==> config.mk <==
export PLATFORM = sky130hd
export DESIGN_NAME = ldsq_device_flat
export DESIGN_NICKNAME = d
export VERILOG_FILES = /design/src/hw/ldsq_pkg.sv /design/src/hw/ldsq_if.sv /design/src/hw/ldsq_pin_sync.sv /design/src/hw/ldsq_device.sv /design/src/flat_wrapper.sv
export VERILOG_INCLUDE_DIRS = /design/src /design/src/hw
export SDC_FILE = /design/constraint.sdc
export NUM_CORES = 1
export LEC_CHECK = 0
export ABC_AREA = 1
export BUFFER_PORTS_ARGS = -buffer_cell sky130_fd_sc_hd__buf_2
export CAP_MARGIN = 10
export CORE_ASPECT_RATIO = 0.8
export CORE_UTILIZATION = 45
export CTS_CLUSTER_SIZE = 28
export DETAILED_ROUTE_END_ITERATION = 7
export GPL_ROUTABILITY_DRIVEN = 0
export PLACE_DENSITY = 0.7
export SETUP_SLACK_MARGIN = 0.2
export SLEW_MARGIN = 0
export SYNTH_ARGS = -nofsm -noshare
export SYNTH_HDL_FRONTEND = slang
export SYNTH_HIERARCHICAL = 1
export SYNTH_SLANG_ARGS = --single-unit
==> constraint.sdc <==
create_clock -name clock -period 5.52 [get_ports clock]
set_input_delay 0 -clock clock [delete_from_list [all_inputs] [get_ports clock]]
set_output_delay 0 -clock clock [all_outputs]
set_load 0.01 [all_outputs]
==> src/hw/ldsq_defines.svh <==
// Timing counts and constants shared by both ends of the LED driver control sequencer.
`ifndef LDSQ_DEFINES_SVH
`define LDSQ_DEFINES_SVH
`define LDSQ_CLK_MHZ 20
`define LDSQ_NS_TO_CYC_UP(ns) ((((ns) * `LDSQ_CLK_MHZ) + 999) / 1000)
`define LDSQ_NS_TO_CYC_DN(ns) (((ns) * `LDSQ_CLK_MHZ) / 1000)
`define LDSQ_T_STEP_NS 213000
`define LDSQ_STEP_CYC `LDSQ_NS_TO_CYC_UP(`LDSQ_T_STEP_NS)
`define LDSQ_T_HALF_NS 5000000
`define LDSQ_HALF_CYC `LDSQ_NS_TO_CYC_UP(`LDSQ_T_HALF_NS)
`define LDSQ_T_ENTRY_DELAY_NS 100000
`define LDSQ_ENTRY_DELAY_CYC `LDSQ_NS_TO_CYC_UP(`LDSQ_T_ENTRY_DELAY_NS)
`define LDSQ_T_QUALIFY_NS 260000
`define LDSQ_QUALIFY_CYC `LDSQ_NS_TO_CYC_UP(`LDSQ_T_QUALIFY_NS)
`define LDSQ_T_WINDOW_NS 1000000
`define LDSQ_WINDOW_CYC `LDSQ_NS_TO_CYC_DN(`LDSQ_T_WINDOW_NS)
`define LDSQ_T_OFF_NS 2500000
`define LDSQ_OFF_CYC `LDSQ_NS_TO_CYC_UP(`LDSQ_T_OFF_NS)
`define LDSQ_T_HOST_MARGIN_NS 20000
`define LDSQ_HOST_MARGIN_CYC `LDSQ_NS_TO_CYC_UP(`LDSQ_T_HOST_MARGIN_NS)
`define LDSQ_RAMP_STEPS 6'h20
`define LDSQ_OPEN_LED_CYCLES 4'h8
`define LDSQ_SW_DIV 6'h21
`define LDSQ_FULL_MV 8'hc8
`define LDSQ_DUTY_WIN_LOG2 12
`endif

==> src/hw/ldsq_pkg.sv <==
// Types shared by both ends of the LED driver control sequencer.
package ldsq_pkg;
  typedef enum logic [1:0] {
    LDSQ_ST_OFF = 2'b00,
    LDSQ_ST_DETECT = 2'b01,
    LDSQ_ST_RUN = 2'b10,
    LDSQ_ST_FAULT = 2'b11
  } ldsq_state_type;
  typedef enum logic [2:0] {
    LDSQ_H_IDLE = 3'b000,
    LDSQ_H_ENTRY_HIGH = 3'b001,
    LDSQ_H_ENTRY_LOW = 3'b010,
    LDSQ_H_RUN_PWM = 3'b011,
    LDSQ_H_RUN_HIGH = 3'b100,
    LDSQ_H_SD_LOW = 3'b101
  } ldsq_host_state_type;
  typedef enum logic [1:0] {
    LDSQ_CMD_PWM = 2'b00,
    LDSQ_CMD_ONE_WIRE = 2'b01,
    LDSQ_CMD_SHUTDOWN = 2'b10,
    LDSQ_CMD_DUTY = 2'b11
  } ldsq_cmd_type;
endpackage : ldsq_pkg

==> src/hw/ldsq_if.sv <==
// Control pin interface joining the host end and the device end.
`timescale 1ns/1ps
interface ldsq_if;
  logic ctrl;
  modport host (output ctrl);
  modport device (input ctrl);
endinterface : ldsq_if

==> src/hw/ldsq_pin_sync.sv <==
// Three-stage synchroniser with agreement filter for an asynchronous pin.
`timescale 1ns/1ps
module ldsq_pin_sync (
  // Clock and reset.
  input wire logic clock,
  input wire logic resetn,
  // Pin in, filtered level out.
  input wire logic pin,
  output logic level
);
  logic s1_reg;
  logic s2_reg;
  logic s3_reg;

  // The first stage feeds only the second, so metastability never reaches logic.
  always_ff @(posedge clock or negedge resetn)
  begin
    if (!resetn)
    begin
      s1_reg <= 1'b0;
      s2_reg <= 1'b0;
      s3_reg <= 1'b0;
    end
    else
    begin
      s1_reg <= pin;
      s2_reg <= s1_reg;
      s3_reg <= s2_reg;
    end
  end

  // A change counts only once the second and third stages agree.
  always_ff @(posedge clock or negedge resetn)
  begin
    if (!resetn)
      level <= 1'b0;
    else if (s2_reg == s3_reg)
      level <= s3_reg;
  end
endmodule : ldsq_pin_sync

==> src/hw/ldsq_device.sv <==
// Device end: control pin sequencer, soft start, dimming select and open-LED latch.
// Operation
// - Ramp target zero to level, 32 steps.
// - Half current limit first 5 ms.
// - Eight open-LED switching cycles force shutdown.
// - Open-LED means overvoltage and feedback below half.
// - Fault latches until fresh disable then enable.
// - Each start reselects mode, duty-cycle default.
// - High enables; first rise opens window.
// - Low over 260 us after 100 us.
// - Qualify within 1 ms, else duty-cycle.
// - Enter one-wire immediately when conditions met.
// - Chosen mode locked until next start.
// - Low over 2.5 ms means shutdown.
// - Target 200 mV high, else duty-scaled.
// - Host dims between 5 and 100 kHz.
`timescale 1ns/1ps
`include "ldsq_defines.svh"
module ldsq_device #(
  parameter logic [16:0] STEP_CYC = 17'(`LDSQ_STEP_CYC),
  parameter logic [16:0] HALF_CYC = 17'(`LDSQ_HALF_CYC),
  parameter logic [16:0] QUALIFY_CYC = 17'(`LDSQ_QUALIFY_CYC),
  parameter logic [16:0] WINDOW_CYC = 17'(`LDSQ_WINDOW_CYC),
  parameter logic [16:0] OFF_CYC = 17'(`LDSQ_OFF_CYC)
) (
  // Clock and reset.
  input wire logic clock,
  input wire logic resetn,
  // Control pin from the host.
  ldsq_if.device link,
  // Analog comparator and sense inputs.
  input wire logic switch_node_ovp,
  input wire logic [7:0] feedback_node_mv,
  // Power stage controls.
  output logic enabled,
  output logic switch_enable,
  output logic current_limit_half,
  output logic [7:0] target_mv,
  // Mode and fault status.
  output logic one_wire_mode,
  output logic mode_locked,
  output logic open_led_fault
);
  localparam logic [16:0] ENTRY_DELAY_CYC = 17'(`LDSQ_ENTRY_DELAY_CYC);

  ldsq_pkg::ldsq_state_type state_reg;
  ldsq_pkg::ldsq_state_type state_next;
  logic ctrl_lvl;
  logic ovp_lvl;
  logic ctrl_q_reg;
  logic rise;
  logic fall;
  logic active;
  logic start;
  logic [16:0] low_cnt_reg;
  logic [16:0] win_cnt_reg;
  logic low_ok_reg;
  logic seen_low_reg;
  logic qualified;
  logic [5:0] step_reg;
  logic [16:0] step_tmr_reg;
  logic [16:0] half_tmr_reg;
  logic [11:0] meas_cnt_reg;
  logic [12:0] high_acc_reg;
  logic [12:0] high_acc_next;
  logic [7:0] pwm_level_reg;
  logic [7:0] sel_level;
  logic [7:0] target_next;
  logic [5:0] sw_div_reg;
  logic sw_tick;
  logic [3:0] open_cnt_reg;
  logic open_cond;
  logic open_trip;

  // Counters saturate so a very long low level cannot wrap back to zero.
  function automatic logic [16:0] ldsq_sat_inc(input logic [16:0] v);
    return (v == 17'h1ffff) ? v : v + 17'h00001;
  endfunction : ldsq_sat_inc

  // Scales the level by ramp step out of 32 equal steps.
  function automatic logic [7:0] ldsq_ramp(input logic [7:0] lvl, input logic [5:0] stp);
    logic [13:0] p;
    p = 14'(lvl) * 14'(stp);
    return p[12:5];
  endfunction : ldsq_ramp

  ldsq_pin_sync u_ctrl_sync (
    .clock(clock),
    .resetn(resetn),
    .pin(link.ctrl),
    .level(ctrl_lvl)
  );

  ldsq_pin_sync u_ovp_sync (
    .clock(clock),
    .resetn(resetn),
    .pin(switch_node_ovp),
    .level(ovp_lvl)
  );

  // Edge detection on the filtered pin level.
  always_ff @(posedge clock or negedge resetn)
  begin
    if (!resetn)
      ctrl_q_reg <= 1'b0;
    else
      ctrl_q_reg <= ctrl_lvl;
  end
  assign rise = ctrl_lvl & ~ctrl_q_reg;
  assign fall = ~ctrl_lvl & ctrl_q_reg;
  assign active = (state_reg == ldsq_pkg::LDSQ_ST_DETECT) || (state_reg == ldsq_pkg::LDSQ_ST_RUN);
  assign start = (state_next == ldsq_pkg::LDSQ_ST_DETECT) && !active;

  // Low-time counter restarts on every edge and clears while high.
  always_ff @(posedge clock or negedge resetn)
  begin
    if (!resetn)
      low_cnt_reg <= 17'h00000;
    else if (ctrl_lvl || fall)
      low_cnt_reg <= 17'h00000;
    else
      low_cnt_reg <= ldsq_sat_inc(low_cnt_reg);
  end

  // Window counter runs from the enabling rise; a low must begin after the entry delay.
  always_ff @(posedge clock or negedge resetn)
  begin
    if (!resetn)
    begin
      win_cnt_reg <= 17'h00000;
      low_ok_reg <= 1'b0;
    end
    else if (start)
    begin
      win_cnt_reg <= 17'h00000;
      low_ok_reg <= 1'b0;
    end
    else if (state_reg == ldsq_pkg::LDSQ_ST_DETECT)
    begin
      win_cnt_reg <= ldsq_sat_inc(win_cnt_reg);
      if (fall)
        low_ok_reg <= (win_cnt_reg >= ENTRY_DELAY_CYC);
    end
  end

  // One-wire entry: qualified low, started late enough, finished inside the window.
  assign qualified = !ctrl_lvl && low_ok_reg && (low_cnt_reg > QUALIFY_CYC)
    && (win_cnt_reg < WINDOW_CYC);

  // A latched fault needs the pin to be seen low before a rise can restart it.
  always_ff @(posedge clock or negedge resetn)
  begin
    if (!resetn)
      seen_low_reg <= 1'b0;
    else if (state_reg != ldsq_pkg::LDSQ_ST_FAULT)
      seen_low_reg <= 1'b0;
    else if (!ctrl_lvl)
      seen_low_reg <= 1'b1;
  end

  // Sequencer transitions.
  always_comb
  begin
    state_next = state_reg;
    case (state_reg)
      ldsq_pkg::LDSQ_ST_OFF:
        if (rise)
          state_next = ldsq_pkg::LDSQ_ST_DETECT;
      ldsq_pkg::LDSQ_ST_DETECT:
        if (low_cnt_reg > OFF_CYC)
          state_next = ldsq_pkg::LDSQ_ST_OFF;
        else if (open_trip)
          state_next = ldsq_pkg::LDSQ_ST_FAULT;
        else if (qualified || (win_cnt_reg >= WINDOW_CYC))
          state_next = ldsq_pkg::LDSQ_ST_RUN;
      ldsq_pkg::LDSQ_ST_RUN:
        if (low_cnt_reg > OFF_CYC)
          state_next = ldsq_pkg::LDSQ_ST_OFF;
        else if (open_trip)
          state_next = ldsq_pkg::LDSQ_ST_FAULT;
      ldsq_pkg::LDSQ_ST_FAULT:
        if (rise && seen_low_reg)
          state_next = ldsq_pkg::LDSQ_ST_DETECT;
      default:
        state_next = ldsq_pkg::LDSQ_ST_OFF;
    endcase
  end

  always_ff @(posedge clock or negedge resetn)
  begin
    if (!resetn)
      state_reg <= ldsq_pkg::LDSQ_ST_OFF;
    else
      state_reg <= state_next;
  end

  // Mode defaults to duty-cycle at each start and is frozen once running.
  always_ff @(posedge clock or negedge resetn)
  begin
    if (!resetn)
      one_wire_mode <= 1'b0;
    else if (start)
      one_wire_mode <= 1'b0;
    else if (state_reg == ldsq_pkg::LDSQ_ST_DETECT && qualified && state_next == ldsq_pkg::LDSQ_ST_RUN)
      one_wire_mode <= 1'b1;
  end

  // Soft-start ramp: one step per hold interval until 32 steps are done.
  always_ff @(posedge clock or negedge resetn)
  begin
    if (!resetn)
    begin
      step_reg <= 6'h00;
      step_tmr_reg <= 17'h00000;
    end
    else if (start)
    begin
      step_reg <= 6'h00;
      step_tmr_reg <= 17'h00000;
    end
    else if (active && step_reg < `LDSQ_RAMP_STEPS)
    begin
      if (step_tmr_reg == STEP_CYC - 17'h00001)
      begin
        step_tmr_reg <= 17'h00000;
        step_reg <= step_reg + 6'h01;
      end
      else
        step_tmr_reg <= step_tmr_reg + 17'h00001;
    end
  end

  // Half current limit timer starts with the ramp.
  always_ff @(posedge clock or negedge resetn)
  begin
    if (!resetn)
      half_tmr_reg <= 17'h00000;
    else if (start)
      half_tmr_reg <= 17'h00000;
    else if (active && half_tmr_reg < HALF_CYC)
      half_tmr_reg <= half_tmr_reg + 17'h00001;
  end

  // Duty is averaged over a fixed window; this trades response time for no divider.
  assign high_acc_next = high_acc_reg + {12'h000, ctrl_lvl};
  always_ff @(posedge clock or negedge resetn)
  begin
    if (!resetn)
    begin
      meas_cnt_reg <= 12'h000;
      high_acc_reg <= 13'h0000;
      pwm_level_reg <= `LDSQ_FULL_MV;
    end
    else
    begin
      meas_cnt_reg <= meas_cnt_reg + 12'h001;
      if (meas_cnt_reg == 12'hfff)
      begin
        high_acc_reg <= 13'h0000;
        pwm_level_reg <= 8'((21'(high_acc_next) * 21'(`LDSQ_FULL_MV)) >> `LDSQ_DUTY_WIN_LOG2);
      end
      else
        high_acc_reg <= high_acc_next;
    end
  end

  // One-wire mode always takes full scale; duty-cycle mode takes the measured duty level.
  assign sel_level = one_wire_mode ? `LDSQ_FULL_MV : pwm_level_reg;
  assign target_next = active ? ldsq_ramp(sel_level, step_reg) : 8'h00;

  // Switching-clock divider for the open-LED check.
  always_ff @(posedge clock or negedge resetn)
  begin
    if (!resetn)
      sw_div_reg <= 6'h00;
    else if (sw_div_reg == `LDSQ_SW_DIV - 6'h01)
      sw_div_reg <= 6'h00;
    else
      sw_div_reg <= sw_div_reg + 6'h01;
  end
  assign sw_tick = (sw_div_reg == `LDSQ_SW_DIV - 6'h01);

  // Open-LED persistence counter, checked on every switching cycle.
  assign open_cond = ovp_lvl && (feedback_node_mv < {1'b0, target_mv[7:1]});
  assign open_trip = sw_tick && open_cond && (open_cnt_reg == `LDSQ_OPEN_LED_CYCLES - 4'h1);
  always_ff @(posedge clock or negedge resetn)
  begin
    if (!resetn)
      open_cnt_reg <= 4'h0;
    else if (!active)
      open_cnt_reg <= 4'h0;
    else if (sw_tick)
      open_cnt_reg <= open_cond ? open_cnt_reg + 4'h1 : 4'h0;
  end

  // Registered outputs.
  always_ff @(posedge clock or negedge resetn)
  begin
    if (!resetn)
    begin
      enabled <= 1'b0;
      switch_enable <= 1'b0;
      current_limit_half <= 1'b0;
      target_mv <= 8'h00;
      mode_locked <= 1'b0;
      open_led_fault <= 1'b0;
    end
    else
    begin
      enabled <= active;
      switch_enable <= active && !open_trip;
      current_limit_half <= active && (half_tmr_reg < HALF_CYC);
      target_mv <= target_next;
      mode_locked <= (state_reg == ldsq_pkg::LDSQ_ST_RUN);
      open_led_fault <= (state_next == ldsq_pkg::LDSQ_ST_FAULT);
    end
  end
endmodule : ldsq_device

==> src/flat_wrapper.sv <==
// flat-port wrapper written by rule: the top's interface ports become plain ports
module ldsq_device_flat 
#(
  parameter logic [16:0] STEP_CYC = 17'(`LDSQ_STEP_CYC),
  parameter logic [16:0] HALF_CYC = 17'(`LDSQ_HALF_CYC),
  parameter logic [16:0] QUALIFY_CYC = 17'(`LDSQ_QUALIFY_CYC),
  parameter logic [16:0] WINDOW_CYC = 17'(`LDSQ_WINDOW_CYC),
  parameter logic [16:0] OFF_CYC = 17'(`LDSQ_OFF_CYC)
)
  (clock, resetn, switch_node_ovp, feedback_node_mv, enabled, switch_enable, current_limit_half, target_mv, one_wire_mode, mode_locked, open_led_fault, link_ctrl);
  ldsq_if link_i ();
  input wire logic clock;
  input wire logic resetn;
  input wire logic switch_node_ovp;
  input wire logic [7:0] feedback_node_mv;
  output logic enabled;
  output logic switch_enable;
  output logic current_limit_half;
  output logic [7:0] target_mv;
  output logic one_wire_mode;
  output logic mode_locked;
  output logic open_led_fault;
  input wire logic [$bits(link_i.ctrl)-1:0] link_ctrl;
  assign link_i.ctrl = link_ctrl;
  ldsq_device #(.STEP_CYC(STEP_CYC), .HALF_CYC(HALF_CYC), .QUALIFY_CYC(QUALIFY_CYC), .WINDOW_CYC(WINDOW_CYC), .OFF_CYC(OFF_CYC)) u_core (.clock(clock), .resetn(resetn), .link(link_i), .switch_node_ovp(switch_node_ovp), .feedback_node_mv(feedback_node_mv), .enabled(enabled), .switch_enable(switch_enable), .current_limit_half(current_limit_half), .target_mv(target_mv), .one_wire_mode(one_wire_mode), .mode_locked(mode_locked), .open_led_fault(open_led_fault));
endmodule
# After elaboration in Yosys (flattened, before gate mapping)
# Index checks and enable logic that the tools add are counted.
# totals
register_bits,144
output_inout_bits,14
elab_cells,135
# classes
addsub,9
mul,2
magnitude_cmp,8
eq_ne,19
muxes,35
n_bitwise,4
n_reduce_logical,29
# ops
op,count
two-way mux 17 bit,10
"adder 17 x 1 -> 17 bit, second input constant",4
"equality test 17 bit, second input constant",2
two-way mux 6 bit,4
"equality test 17 x 13 -> 1 bit, second input constant",1
">= comparator 17 x 11 -> 1 bit, second input constant",1
">= comparator 17 x 15 -> 1 bit, second input constant",1
"greater-than comparator 17 x 13 -> 1 bit, second input constant",1
"greater-than comparator 17 x 16 -> 1 bit, second input constant",1
"less-than comparator 17 x 15 -> 1 bit, second input constant",1
"less-than comparator 17 bit, second input constant",1
"multiplier 13 x 5 -> 17 bit, second input constant",1
two-way mux 8 bit,2
two-way mux 2 bit,7
adder 13 x 1 -> 13 bit,1
logical AND 1 bit,13
multiplier 8 x 6 -> 13 bit,1
two-way mux 13 bit,1
"adder 12 x 1 -> 12 bit, second input constant",1
"adder 6 x 1 -> 6 bit, second input constant",2
"equality test 12 bit, second input constant",1
two-way mux 4 bit,3
nonzero test 2 bit,6
"equality test 2 bit, second input constant",4
other kinds (17),36

# Longest topological paths before layout
# Gate-level depths: netlist of run 1.
# depth
word_depth,13
mapped_depth,22

# Modules after synthesis
# Netlist of run 1, hierarchy kept.
# modules_own_cells
mod,instances,cells_each,area_each_um2
ldsq_device,1,1180,9505.4
ldsq_pin_sync,2,8,116.4

# Worst setup path before layout of run 1
# No wires, ideal clock.
# synth_timing
kind,register to register
from,reg u_core.u_ctrl_sync.level
to,reg u_core.pwm_level_reg[6]
setup_time_ps,91
arrival_ps,3790
path_slack_ps,1639
path_stages_with_launch,20
path_buffers,0
synth_period_minus_slack_ps,3881
cell_sequence,dfrtp_1 ha_1 ha_1 nand2_1 nor2_1 nand3_1 nor2_1 xor2_1 ha_1 ha_1 inv_1 fa_1 inv_1 ha_1 a21o_1 a21oi_1 nor2_1 a211oi_1 a21oi_1 o31ai_1
# synth_between
elab_chain_len,2
# synth_lines
element,line_no,source
from (decl),ldsq_pin_sync.sv:9,output logic level
from (signal assigned),ldsq_pin_sync.sv:38,level <= s3_reg;
adder 13 x 1 -> 13 bit,ldsq_device.sv:245,"assign high_acc_next = high_acc_reg + {12'h000, ctrl_lvl};"
multiplier 13 x 5 -> 17 bit,ldsq_device.sv:260,pwm_level_reg <= 8'((21'(high_acc_next) * 21'(`LDSQ_FULL_MV)) >> `LDSQ_DUTY_WIN_LOG2);
to (signal assigned),ldsq_device.sv:252,pwm_level_reg <= `LDSQ_FULL_MV;
to (signal assigned),ldsq_device.sv:260,
to (decl),ldsq_device.sv:66,logic [7:0] pwm_level_reg;
# Every way passes these cells.
# A chain may end at the register's enable or synchronous reset.

# Final worst setup path of run 1
# Same ends and word-level chain as after synthesis.

==> reports/metrics.yaml, run 1 <==
run_status:
  status: "finished with violations"
  failed_checks: "design-rule violations"
detailed_routing:
  first_pass_iters: 8
  vias_per_cell: 5.04
  drt-total-wl_mm: 19.3
  routedWlPerCell_um: 12.7
  vias: 7624
  drtAntennaViolNets: 0
  dr.first_iter.drc_count: 523
  drcViolationCount: 3
floorplan:
  initial_core_util: 0.465
  ios: 26
  core.rowCount: 47
  die_h_um: 134
  coreArea_mm2: 0.0209
  die-area_mm2: 0.0222
  die_x_um: 166
flow_run:
  drv_cap: 0
synth:
  avgSynthCellArea_um2: 8.14
  synth_edf_count: 0
  synth_largest_area_cell: "dfrtp_1"
  synth_top_cell_area_share: 0.362
  yosysMostFrequentCell: "inv_1"
  seq_area_frac_synth: 0.370
  ys_types: 51
  synth.yosys.warnings: 6
  synth_cells: 1196
  synthArstFlopShare: 1.00
  syn_nets: 1320
  synth_top_flop_cell: "dfrtp_1"
  syn_area_mm2: 0.00974
  yosys-top-cells-count: "inv_1, nand2_1, nor2_1"
  netlist_top_cells_area: "dfrtp_1, ha_1, inv_1, nand2_1, nor2_1"
  ys_ff_latch: 144
global_route:
  track_usage: 0.186
  grt_max_degree: 83
  grt_pass1_wl_mm: 33.6
  grt-ovfl-total: 0
  antenna_found_initial: 0
  first_global_vias: 7247
pwr:
  irDropWorstVdd_mv: 0.241
  leakage_nw: 5.45
  power_density_mw_per_mm2: 344
critical_path:
  worstSetupPathType: "reg -> reg"
  crit_buf_inv: 2
  required_ns: 5.85
  end_kind: "flip-flop"
  crit_slowest_cell: "fa_1"
  cp_slowest_stage_delay_ns: 0.53
  path_delay_family: "adder cells"
  path_cells: "ha_1 > ha_1 > nand2_1 > nor2_1 > nand3_1 > nor2_1 > xor2_1 > ha_1 > ha_1 > inv_1 > fa_1 > inv_1 > ha_1 > a21o_1 > a21oi_1 > nor2_1 > a211oi_1 > a21oi_1 > o31ai_1"
  cp-start-kind: "flip-flop"
  cpMostUsedCell: "ha_1"
  critPathMaxFanout: 7
  critical_path_arrival_ns: 4.74
clocking:
  clock_path_buffers: 2
  root_buffer: "clkbuf_16"
  htree_levels: 4
  cts_tree: "done"
  cts.sinks: 144
  cts_made_buffers: 17
  cts_setup_buffers: 0
  clk_pin_slew_worst_paths_ns: 0.06
  clock_latency_ns: 0.42
timing:
  finalHoldViolCount: 0
  finalCritPeriodShare: 0.800
  slew_headroom: 0.470
  finClkSkew_ns: 0.00934
  tightest_slew_ns: 0.795
  hold-worst-slack_ns: 0.0545
  setup_tns_ns: 0
  drv_slew: 0
  finalCriticalPeriod_ns: 4.42
  fmax_mhz: 226
  rsz0062_at_grt: "false"
  setup_viol: 0
hold_path:
  hold_class: "in -> reg"
placed_design:
  port-buffer-count: 25
  hpwl_mm: 14.3
cells_and_area:
  num_antenna_cells: 0
  final_nets: 1356
  area.growth.synth_to_final_pct: 10.5
  drive_gt1_frac: 0.0731
-- logic make-up after synthesis --
kind of cell    Yosys count  share of synthesized area
compound gates          128                     0.0776
xor+xnor                 64                     0.0576
buf+inv                 238                     0.0958
fa+ha+maj               112                      0.167
flops                   144                      0.370
simple gates            510                      0.232
-- area by class of cell --
class,instances,area (µm²)
clock buffers,19,453
clock inverters,13,139
fillers,1889,10200
inverters,224,843
multi-input cells,814,5200
flip-flops and latches,144,3610
well taps,269,337
repair buffers,31,184
-- cell usage in the layout, fill, tap and decap left out, types with 5 or more instances in the layout --
cell | synthesis | layout
inv_1 | 219 | 219
nand2_1 | 183 | 183
nor2_1 | 162 | 162
dfrtp_1 | 141 | 141
ha_1 | 82 | 82
nand3_1 | 72 | 72
xor2_1 | 47 | 47
o21ai_0 | 46 | 46
a21oi_1 | 37 | 37
fa_1 | 30 | 30
nand4_1 | 25 | 25
nor3_1 | 25 | 25
buf_2 | 3 | 24
clkbuf_16 | 0 | 17
xnor2_1 | 17 | 17
nand3b_1 | 9 | 9
nor2_2 | 7 | 7
o211ai_1 | 7 | 7
o21ai_1 | 7 | 7
nor4_1 | 6 | 6
clkinvlp_4 | 0 | 5
a211oi_1 | 5 | 5
a31oi_1 | 5 | 5
nor3_2 | 5 | 5
-- timing repair --
action,4_1_cts,5_1_grt
hold buffers,3,0
resized for setup,0,0
setup endpoints to repair,0,0
endpoints found under the hold margin,83,0
-- power by group --
group          internal, W  switching (W)  total (W)
Clock             0.000688       0.000453    0.00114
Sequential         0.00117      0.0000797    0.00125
Combinational     0.000429       0.000888    0.00132
Total              0.00228        0.00142    0.00371
-- worst min-delay path: stages --
cell     delay [ns]
buf_2          0.08
nor4_1         0.05
and2_1         0.18
a21oi_1        0.12
-- worst paths after layout --
check	start	endpoint	slack [ns]	cells past startpoint
min in group asynchronous	resetn	u_core/low_cnt_reg[15]$_DFFE_PN0P_	0.19	2
setup / recovery	u_core/u_ctrl_sync/level$_DFFE_PN0N_	u_core/pwm_level_reg[6]$_DFFE_PN1P_	1.10	19
max in group asynchronous	resetn	u_core/step_tmr_reg[8]$_DFFE_PN0P_	4.06	3
setup reg to reg	u_core/u_ctrl_sync/level$_DFFE_PN0N_	u_core/pwm_level_reg[6]$_DFFE_PN1P_	1.10	19
hold reg to reg	u_core/u_ovp_sync/s1_reg$_DFF_PN0_	u_core/u_ovp_sync/s2_reg$_DFF_PN0_	0.35	0
hold / removal	feedback_node_mv[7]	u_core/switch_enable$_DFF_PN0_	0.05	4
-- layer usage --
layer	routed length [µm]	vias to the layer above	global-route usage	share of wire
met5	0	-	0	0
met1	10000	3558	0.268	0.52
met3	776	16	0.0362	0.040
met2	8240	150	0.283	0.43
met4	238	0	0.0586	0.012
li1	-	3900	-	-
-- through the flow --
stage | std cells | utilization | total power, W | area [µm²] | worst slack (ns)
6_report | 1514 | 0.514 | 0.00371 | 10800 | 1.10
5_1_grt | 1514 | 0.514 | 0.00404 | 10800 | 0.718
4_1_cts | 1514 | 0.514 | 0.00375 | 10800 | 1.11
3_5_place_dp | 1479 | 0.484 | 0.00258 | 10100 | 1.16
3_3_place_gp | 1479 | 0.484 | 0.00254 | 10100 | 1.32
2_1_floorplan | 1196 | - | 0.00229 | 9740 | 1.64
No activity file was read; power rests on OpenSTA's default activity.
==> run 2, diff against run 1 <==
==> constraint.sdc (replaced) <==
create_clock -name clock -period 4.6 [get_ports clock]
set_input_delay 0 -clock clock [delete_from_list [all_inputs] [get_ports clock]]
set_output_delay 0 -clock clock [all_outputs]
set_load 0.01 [all_outputs]
==> run 2 against run 1 <==
The flow still finishes with violations (design-rule violations). Critical endpoint is now u_core/pwm_level_reg[7]$_DFFE_PN1P_. Die area did not move. Sequential share of layout area fell by 0.16 points. Worst hold slack improved by 0.013 ns. Design area rose by 0.48%. Worst setup slack got worse by 0.61 ns. Sequential power rose by 20%. Highest routed layer unchanged. Count of clock-buffer cells in the layout fell by 2. Largest power group unchanged. Non-clock buffer count did not move. Flip-flop and latch count did not move. Fmax rose by 7.6%. Power rose by 21%.
==> reports/metrics.yaml, run 2 (same netlist as run 1, synthesis figures left out) <==
run_status:
  status: "finished with violations"  # unchanged
  failed_checks: "design-rule violations"  # unchanged
critical_path:
  cp-start-kind: "flip-flop"  # unchanged
  required_ns: 4.96  # was 5.85 ns
  critPathMaxFanout: 5  # was 7
  path_delay_family: "adder cells"  # unchanged
  crit_slowest_cell: "fa_1"  # unchanged
  end_kind: "flip-flop"  # unchanged
  crit_buf_inv: 4  # was 2
  critical_path_arrival_ns: 4.47  # was 4.74 ns
  path_cells: "ha_1 > nand4_1 > nor3_1 > inv_1 > nor2_1 > xnor2_1 > inv_1 > ha_1 > ha_1 > inv_1 > fa_1 > inv_1 > ha_1 > a21oi_2 > o21ai_0 > a221oi_1 > nand2_1 > nand2_1 > nand3_1 > nand2_1"  # was ha_1 > ha_1 > nand2_1 > nor2_1 > nand3_1 > nor2_1 > xor2_1 > ha_1 > ha_1 > inv_1 > fa_1 > inv_1 > ha_1 > a21o_1 > a21oi_1 > nor2_1 > a211oi_1 > a21oi_1 > o31ai_1
  cp_slowest_stage_delay_ns: 0.52  # was 0.53 ns
  worstSetupPathType: "reg -> reg"  # unchanged
cells_and_area:
  finalNonFillerCells: 1513  # was 1,514
  final_area_mm2: 0.0108  # about the same
  regArea_mm2: 0.00361  # unchanged
  multi_input_comb_area_mm2: 0.00525  # was 0.00520 mm²
  layout_commonest_cell: "inv_1"  # unchanged
  final_core_util: 0.516  # was 0.514
  num_antenna_cells: 0  # unchanged
  nFillCells: 1940  # was 1,889
  final_nets: 1356  # unchanged
  area.growth.synth_to_final_pct: 11.0  # was 10.5%
  drive_gt1_frac: 0.0796  # was 0.0731
  mostFrequentLayoutCells: "inv_1, nand2_1, nor2_1, dfrtp_1, ha_1"  # unchanged
timing:
  slew_headroom: 0.406  # was 0.470
  rsz0062_at_grt: "true"  # was false
  fmax_mhz: 244  # was 226 MHz
  setup_viol: 0  # unchanged
  finalCriticalPeriod_ns: 4.10  # was 4.42 ns
  finalHoldViolCount: 0  # unchanged
  finalWorstSetupSlack_ns: 0.496  # was 1.10 ns
  setup_tns_ns: 0  # unchanged
  tightest_slew_ns: 0.891  # was 0.795 ns
  finalCritPeriodShare: 0.892  # was 0.800
  finClkSkew_ns: 0.00914  # was 0.00934 ns
  drv_slew: 0  # unchanged
detailed_routing:
  drtAntennaViolNets: 0  # unchanged
  first_pass_iters: 7  # was 8
  dr.first_iter.drc_count: 638  # was 523
  vias_per_cell: 5.10  # was 5.04
  drcViolationCount: 3  # unchanged
  drt-total-wl_mm: 19.9  # was 19.3 mm
  routedWlPerCell_um: 13.1  # was 12.7 µm
  vias: 7713  # was 7,624
floorplan:
  die-area_mm2: 0.0222  # unchanged
  core.rowCount: 47  # unchanged
  initial_core_util: 0.465  # unchanged
  ios: 26  # unchanged
  die_x_um: 166  # unchanged
  die_h_um: 134  # unchanged
  coreArea_mm2: 0.0209  # unchanged
pwr:
  clkPwrFrac: 0.312  # was 0.308
  leakage_nw: 5.47  # was 5.45 nW
  combPwrFrac: 0.355  # about the same
  power.switching_w: 0.00172  # was 0.00142 W
  power.internal_w: 0.00277  # was 0.00228 W
  p_seq_frac: 0.334  # was 0.337
  power_density_mw_per_mm2: 416  # was 344 mW/mm²
  swShare: 0.383  # about the same
  irDropWorstVdd_mv: 0.256  # was 0.241 mV
placed_design:
  dpl_worst_slack_ns: 0.374  # was 1.16 ns
  port-buffer-count: 25  # unchanged
  dp_cells: 1479  # unchanged
  hpwl_mm: 14.6  # was 14.3 mm
  placed_area_mm2: 0.0101  # unchanged
global_route:
  first_global_vias: 7509  # was 7,247
  track_usage: 0.191  # was 0.186
  grt_pass1_wl_mm: 34.6  # was 33.6 mm
  grt_max_degree: 101  # was 83
  antenna_found_initial: 0  # unchanged
  grt-ovfl-total: 0  # unchanged
clocking:
  htree_levels: 4  # unchanged
  clk_pin_slew_worst_paths_ns: 0.06  # about the same
  clock_latency_ns: 0.42  # about the same
  cts_setup_buffers: 0  # unchanged
  cts_made_buffers: 17  # unchanged
  cts_tree: "done"  # unchanged
  cts.sinks: 144  # unchanged
  clock_path_buffers: 2  # unchanged
  root_buffer: "clkbuf_16"  # unchanged
flow_run:
  drv_cap: 0  # unchanged
hold_path:
  hold_class: "in -> reg"  # unchanged
==> run 2: cell types whose count changed in the layout (fill, tap and decap cells not counted), moves of 2 or more <==
cell | before | now
clkbuf_8 | 2 | 0
xor2_2 | 0 | 3
clkinvlp_4 | 5 | 3
xor2_1 | 47 | 44
a21oi_2 | 2 | 4
a21oi_1 | 37 | 35
==> run 2: layer usage <==
| layer | routed length [µm] | GRT usage |
|---|---|---|
| met5 | 0 | 0 |
| met4 | 221 | 0.0504 |
| met3 | 869 | 0.0377 |
| met2 | 8660 | 0.300 |
| met1 | 10100 | 0.270 |
==> run 2: final timing paths <==
kind                                                             to                               start  cells past startpoint  slack, ns
worst max-delay path            u_core/pwm_level_reg[7]$_DFFE_PN1P_    u_core/high_acc_reg[0]$_DFF_PN0_                     20       0.50
worst min-delay path                 u_core/switch_enable$_DFF_PN0_                 feedback_node_mv[7]                      4       0.07
worst max register to register  u_core/pwm_level_reg[7]$_DFFE_PN1P_    u_core/high_acc_reg[0]$_DFF_PN0_                     20       0.50
worst min register to register   u_core/u_ovp_sync/s2_reg$_DFF_PN0_  u_core/u_ovp_sync/s1_reg$_DFF_PN0_                      0       0.36
max in group asynchronous        u_core/half_tmr_reg[2]$_DFFE_PN0P_                              resetn                      3       3.19
min in group asynchronous            u_core/sw_div_reg[4]$_DFF_PN0_                              resetn                      2       0.26
==> run 2: power groups by stage <==
| stage | Combinational, W | Sequential [W] | Clock, W |
|---|---|---|---|
| final | 0.00159 | 0.00150 | 0.00140 |
| after CTS | 0.00159 | 0.00150 | 0.00144 |
| after detailed placement | 0.00158 | 0.00152 | 0 |
| after floorplan | 0.00124 | 0.00150 | 0 |
| after global routing | 0.00184 | 0.00152 | 0.00149 |
| after global placement | 0.00153 | 0.00152 | 0 |
==> run 2: stage by stage <==
stage          hold WS, ns  power [W]
3_5_place_dp         0.120    0.00309
2_1_floorplan       -0.296    0.00274
5_1_grt              0.100    0.00485
3_3_place_gp         0.108    0.00304
6_report            0.0676    0.00449
4_1_cts             0.0481    0.00453
==> run 2: repair_timing <==
action	4_1_cts	5_1_grt
resized for setup	0	9
hold buffers	3	0
endpoints found under the hold margin	98	0
endpoints found under the setup margin	0	2
==> run 2: worst register-to-register path, cell delays in order, from the launching register on <==
cell	delay, ns
dfrtp_1	0.34
ha_1	0.21
nand4_1	0.18
nor3_1	0.17
inv_1	0.08
nor2_1	0.17
xnor2_1	0.25
inv_1	0.12
ha_1	0.31
ha_1	0.27
inv_1	0.05
fa_1	0.52
inv_1	0.04
ha_1	0.36
a21oi_2	0.22
o21ai_0	0.13
a221oi_1	0.33
nand2_1	0.09
nand2_1	0.06
nand3_1	0.06
nand2_1	0.07
==> run 2: final cells by class <==
| class | count | area share |
|---|---|---|
| Clock inverter | 14 | 0.0155 |
| Timing Repair Buffer | 31 | 0.0170 |
| Inverter | 224 | 0.0780 |
| Clock buffer | 17 | 0.0393 |
| Sequential cell | 144 | 0.334 |
| Tap cell | 269 | 0.0311 |
| Multi-Input combinational cell | 814 | 0.485 |
==> run 3, diff against run 2 <==
--- a/config.mk
+++ b/config.mk
@@ -10,11 +10,11 @@
 export BUFFER_PORTS_ARGS = -buffer_cell sky130_fd_sc_hd__buf_2
 export CAP_MARGIN = 10
 export CORE_ASPECT_RATIO = 0.8
-export CORE_UTILIZATION = 45
+export CORE_UTILIZATION = 60
 export CTS_CLUSTER_SIZE = 28
 export DETAILED_ROUTE_END_ITERATION = 7
 export GPL_ROUTABILITY_DRIVEN = 0
-export PLACE_DENSITY = 0.7
+export PLACE_DENSITY = 0.86
 export SETUP_SLACK_MARGIN = 0.2
 export SLEW_MARGIN = 0
 export SYNTH_ARGS = -nofsm -noshare
==> constraint.sdc (replaced) <==
create_clock -name clock -period 4.6 [get_ports clock]
set_input_delay 1.15 -clock clock [delete_from_list [all_inputs] [get_ports clock]]
set_output_delay 1.15 -clock clock [all_outputs]
set_load 0.01 [all_outputs]
==> run 3 against run 2 <==
The flow now finishes without violations. Highest routed layer unchanged. Combinational power rose by 4%. Critical path type unchanged. Count of clock-buffer cells in the layout rose by 4. Via count up 1.5%. Utilization rose by 16 points. Global-route usage rose by 6.8 points.
==> reports/metrics.yaml, run 3 (same netlist as run 1, synthesis figures left out) <==
cells_and_area:
  num_antenna_cells: 0  # unchanged
  mostFrequentLayoutCells: "inv_1, nand2_1, nor2_1, dfrtp_1, ha_1"  # unchanged
  layout_commonest_cell: "inv_1"  # unchanged
  area.growth.synth_to_final_pct: 10.3  # was 11.0%
  final_nets: 1355  # was 1,356
  nFillCells: 1223  # was 1,940
  drive_gt1_frac: 0.0813  # was 0.0796
hold_path:
  hold_class: "reg -> reg"  # was in -> reg
  holdPathStages: 0  # was 4
  min_to: "u_core/u_ovp_sync/s2_reg$_DFF_PN0_"  # was u_core/switch_enable$_DFF_PN0_
  hp-start: "u_core/u_ovp_sync/s1_reg$_DFF_PN0_"  # was feedback_node_mv[7]
detailed_routing:
  drcViolationCount: 0  # was 3
  drtAntennaViolNets: 0  # unchanged
  first_pass_iters: 5  # was 7
  vias_per_cell: 5.37  # was 5.10
  routedWlPerCell_um: 13.7  # was 13.1 µm
  vias: 7831  # was 7,713
  dr.first_iter.drc_count: 583  # was 638
  drt-total-wl_mm: 20.0  # was 19.9 mm
timing:
  setup_viol: 0  # unchanged
  fmax_mhz: 240  # was 244 MHz
  setup_tns_ns: 0  # unchanged
  rsz0062_at_grt: "true"  # unchanged
  drv_slew: 0  # unchanged
  finalCriticalPeriod_ns: 4.17  # was 4.10 ns
  finalWorstSetupSlack_ns: 0.434  # was 0.496 ns
  tightest_slew_ns: 0.810  # was 0.891 ns
  finalHoldViolCount: 0  # unchanged
  slew_headroom: 0.460  # was 0.406
  finalCritPeriodShare: 0.906  # was 0.892
  finClkSkew_ns: 0.00864  # was 0.00914 ns
pwr:
  leakage_nw: 5.48  # was 5.47 nW
  swShare: 0.380  # was 0.383
  design_power_total_w: 0.00456  # was 0.00449 W
  clkPwrFrac: 0.311  # was 0.312
  power.switching_w: 0.00173  # was 0.00172 W
  irDropWorstVdd_mv: 0.476  # was 0.256 mV
  p_seq_frac: 0.328  # was 0.334
  combPwrFrac: 0.361  # was 0.355
  power.internal_w: 0.00283  # was 0.00277 W
  power_density_mw_per_mm2: 425  # was 416 mW/mm²
global_route:
  grt_max_degree: 92  # was 101
  first_global_vias: 7459  # was 7,509
  antenna_found_initial: 0  # unchanged
  grtUsageMet1: 0.350  # was 0.270
  grt-ovfl-total: 0  # unchanged
  groute.layer.met3.usage: 0.0550  # was 0.0377
  track_usage: 0.259  # was 0.191
  grtUsageMet2: 0.427  # was 0.300
  grt_pass1_wl_mm: 33.9  # was 34.6 mm
  busiest_layer: "met2"  # unchanged
clocking:
  clk_pin_slew_worst_paths_ns: 0.06  # about the same
  clock_latency_ns: 0.42  # about the same
  root_buffer: "clkbuf_16"  # unchanged
  cts.sinks: 144  # unchanged
  cts_made_buffers: 17  # unchanged
  postCtsHoldBufs: 0  # was 3
  clock_path_buffers: 2  # unchanged
  cts_tree: "done"  # unchanged
  htree_levels: 4  # unchanged
critical_path:
  cp-start-kind: "flip-flop"  # unchanged
  critPathMaxFanout: 3  # was 5
  rrSetupSlack_ns: 0.43  # was 0.50 ns
  required_ns: 4.88  # was 4.96 ns
  worstSetupPathType: "reg -> reg"  # unchanged
  r2r-start: "u_core/u_ctrl_sync/level$_DFFE_PN0N_"  # was u_core/high_acc_reg[0]$_DFF_PN0_
  end_kind: "flip-flop"  # unchanged
  critical_path_arrival_ns: 4.45  # was 4.47 ns
  r2r_end: "u_core/pwm_level_reg[5]$_DFFE_PN0P_"  # was u_core/pwm_level_reg[7]$_DFFE_PN1P_
  rr_worst_depth: 21  # was 20
floorplan:
  die_x_um: 144  # was 166 µm
  initial_core_util: 0.616  # was 0.465
  core.rowCount: 41  # was 47
  coreArea_mm2: 0.0158  # was 0.0209 mm²
  die-area_mm2: 0.0167  # was 0.0222 mm²
  ios: 26  # unchanged
  die_h_um: 116  # was 134 µm
placed_design:
  port-buffer-count: 25  # unchanged
  hpwl_mm: 14.6  # about the same
  dpl_worst_slack_ns: 0.399  # was 0.374 ns
run_status:
  status: "complete, no violations"  # was finished with violations
flow_run:
  drv_cap: 0  # unchanged
-- run 3: changes by cell type in the layout (fill, tap and decap cells not counted), moves of 2 or more --
cell	before	now
nor2_1	161	159
clkbuf_8	0	3
clkinv_4	3	0
dlygate4sd3_1	3	0
buf_4	3	5
nor2_2	8	10
-- run 3: worst max-delay path by stage --
stage | startpoint | to | cells past startpoint
after CTS | u_core/u_ctrl_sync/level$_DFFE_PN0N_ | u_core/pwm_level_reg[6]$_DFFE_PN1P_ | 19
after floorplan | u_core/u_ctrl_sync/level$_DFFE_PN0N_ | u_core/pwm_level_reg[6]$_DFFE_PN1P_ | 19
after global routing | u_core/u_ctrl_sync/level$_DFFE_PN0N_ | u_core/pwm_level_reg[6]$_DFFE_PN1P_ | 19
after global placement | u_core/u_ctrl_sync/level$_DFFE_PN0N_ | u_core/pwm_level_reg[7]$_DFFE_PN1P_ | 20
final | u_core/u_ctrl_sync/level$_DFFE_PN0N_ | u_core/pwm_level_reg[5]$_DFFE_PN0P_ | 21
after detailed placement | u_core/u_ctrl_sync/level$_DFFE_PN0N_ | u_core/pwm_level_reg[6]$_DFFE_PN1P_ | 19
-- run 3: worst max-delay path, stage by stage, from the launching register on --
cell and delay [ns]:
dfrtp_1 0.34, ha_1 0.20, ha_1 0.20, nand2_1 0.07, nor2_2 0.13, xor2_1 0.21, inv_1 0.12, ha_1 0.30
ha_1 0.28, inv_1 0.06, fa_1 0.56, inv_1 0.05, ha_1 0.32, a21oi_1 0.20, o21ai_1 0.11, a21oi_1 0.19
or2_1 0.15, nand2_1 0.12, nand2_1 0.12, nand3_1 0.09, nand3_1 0.09, o21ai_0 0.11
-- run 3: final cells by class --
type,count,area [µm²],area share
repair buffers,30,169,0.0157
clock inverters,10,134,0.0125
well taps,215,269,0.0250
multi-input cells,814,5250,0.489
inverters,224,843,0.0785
clock buffers,21,470,0.0438
flip-flops and latches,144,3610,0.336
-- run 3: through the flow --
step	std cells	utilization	hold WS, ns	cell area, µm²
floorplan	1196	-	0.331	9740
global placement	1426	0.638	0.336	10100
detailed placement	1426	0.638	0.340	10100
CTS	1457	0.676	0.354	10700
global route	1458	0.680	0.363	10700
finish	1458	0.680	0.352	10700
-- run 3: layer usage --
metal | routed length [µm] | vias to the layer above
li1 | - | 3884
met1 | 9380 | 3726
met2 | 9370 | 188
met3 | 904 | 33
met4 | 309 | 0
met5 | 0 | -
-- run 3: what timing repair did --
| item | in CTS | in global routing |
|---|---|---|
| endpoints found under the setup margin | 0 | 6 |
| setup buffers | 0 | 1 |
| resized for setup | 0 | 11 |
-- run 3: power groups by stage --
stage	registers (W)	clock network, W	logic (W)
final	0.00150	0.00142	0.00165
after global routing	0.00151	0.00150	0.00187
after CTS	0.00149	0.00144	0.00163
after detailed placement	0.00151	0	0.00156
after global placement	0.00151	0	0.00149
after floorplan	0.00150	0	0.00124
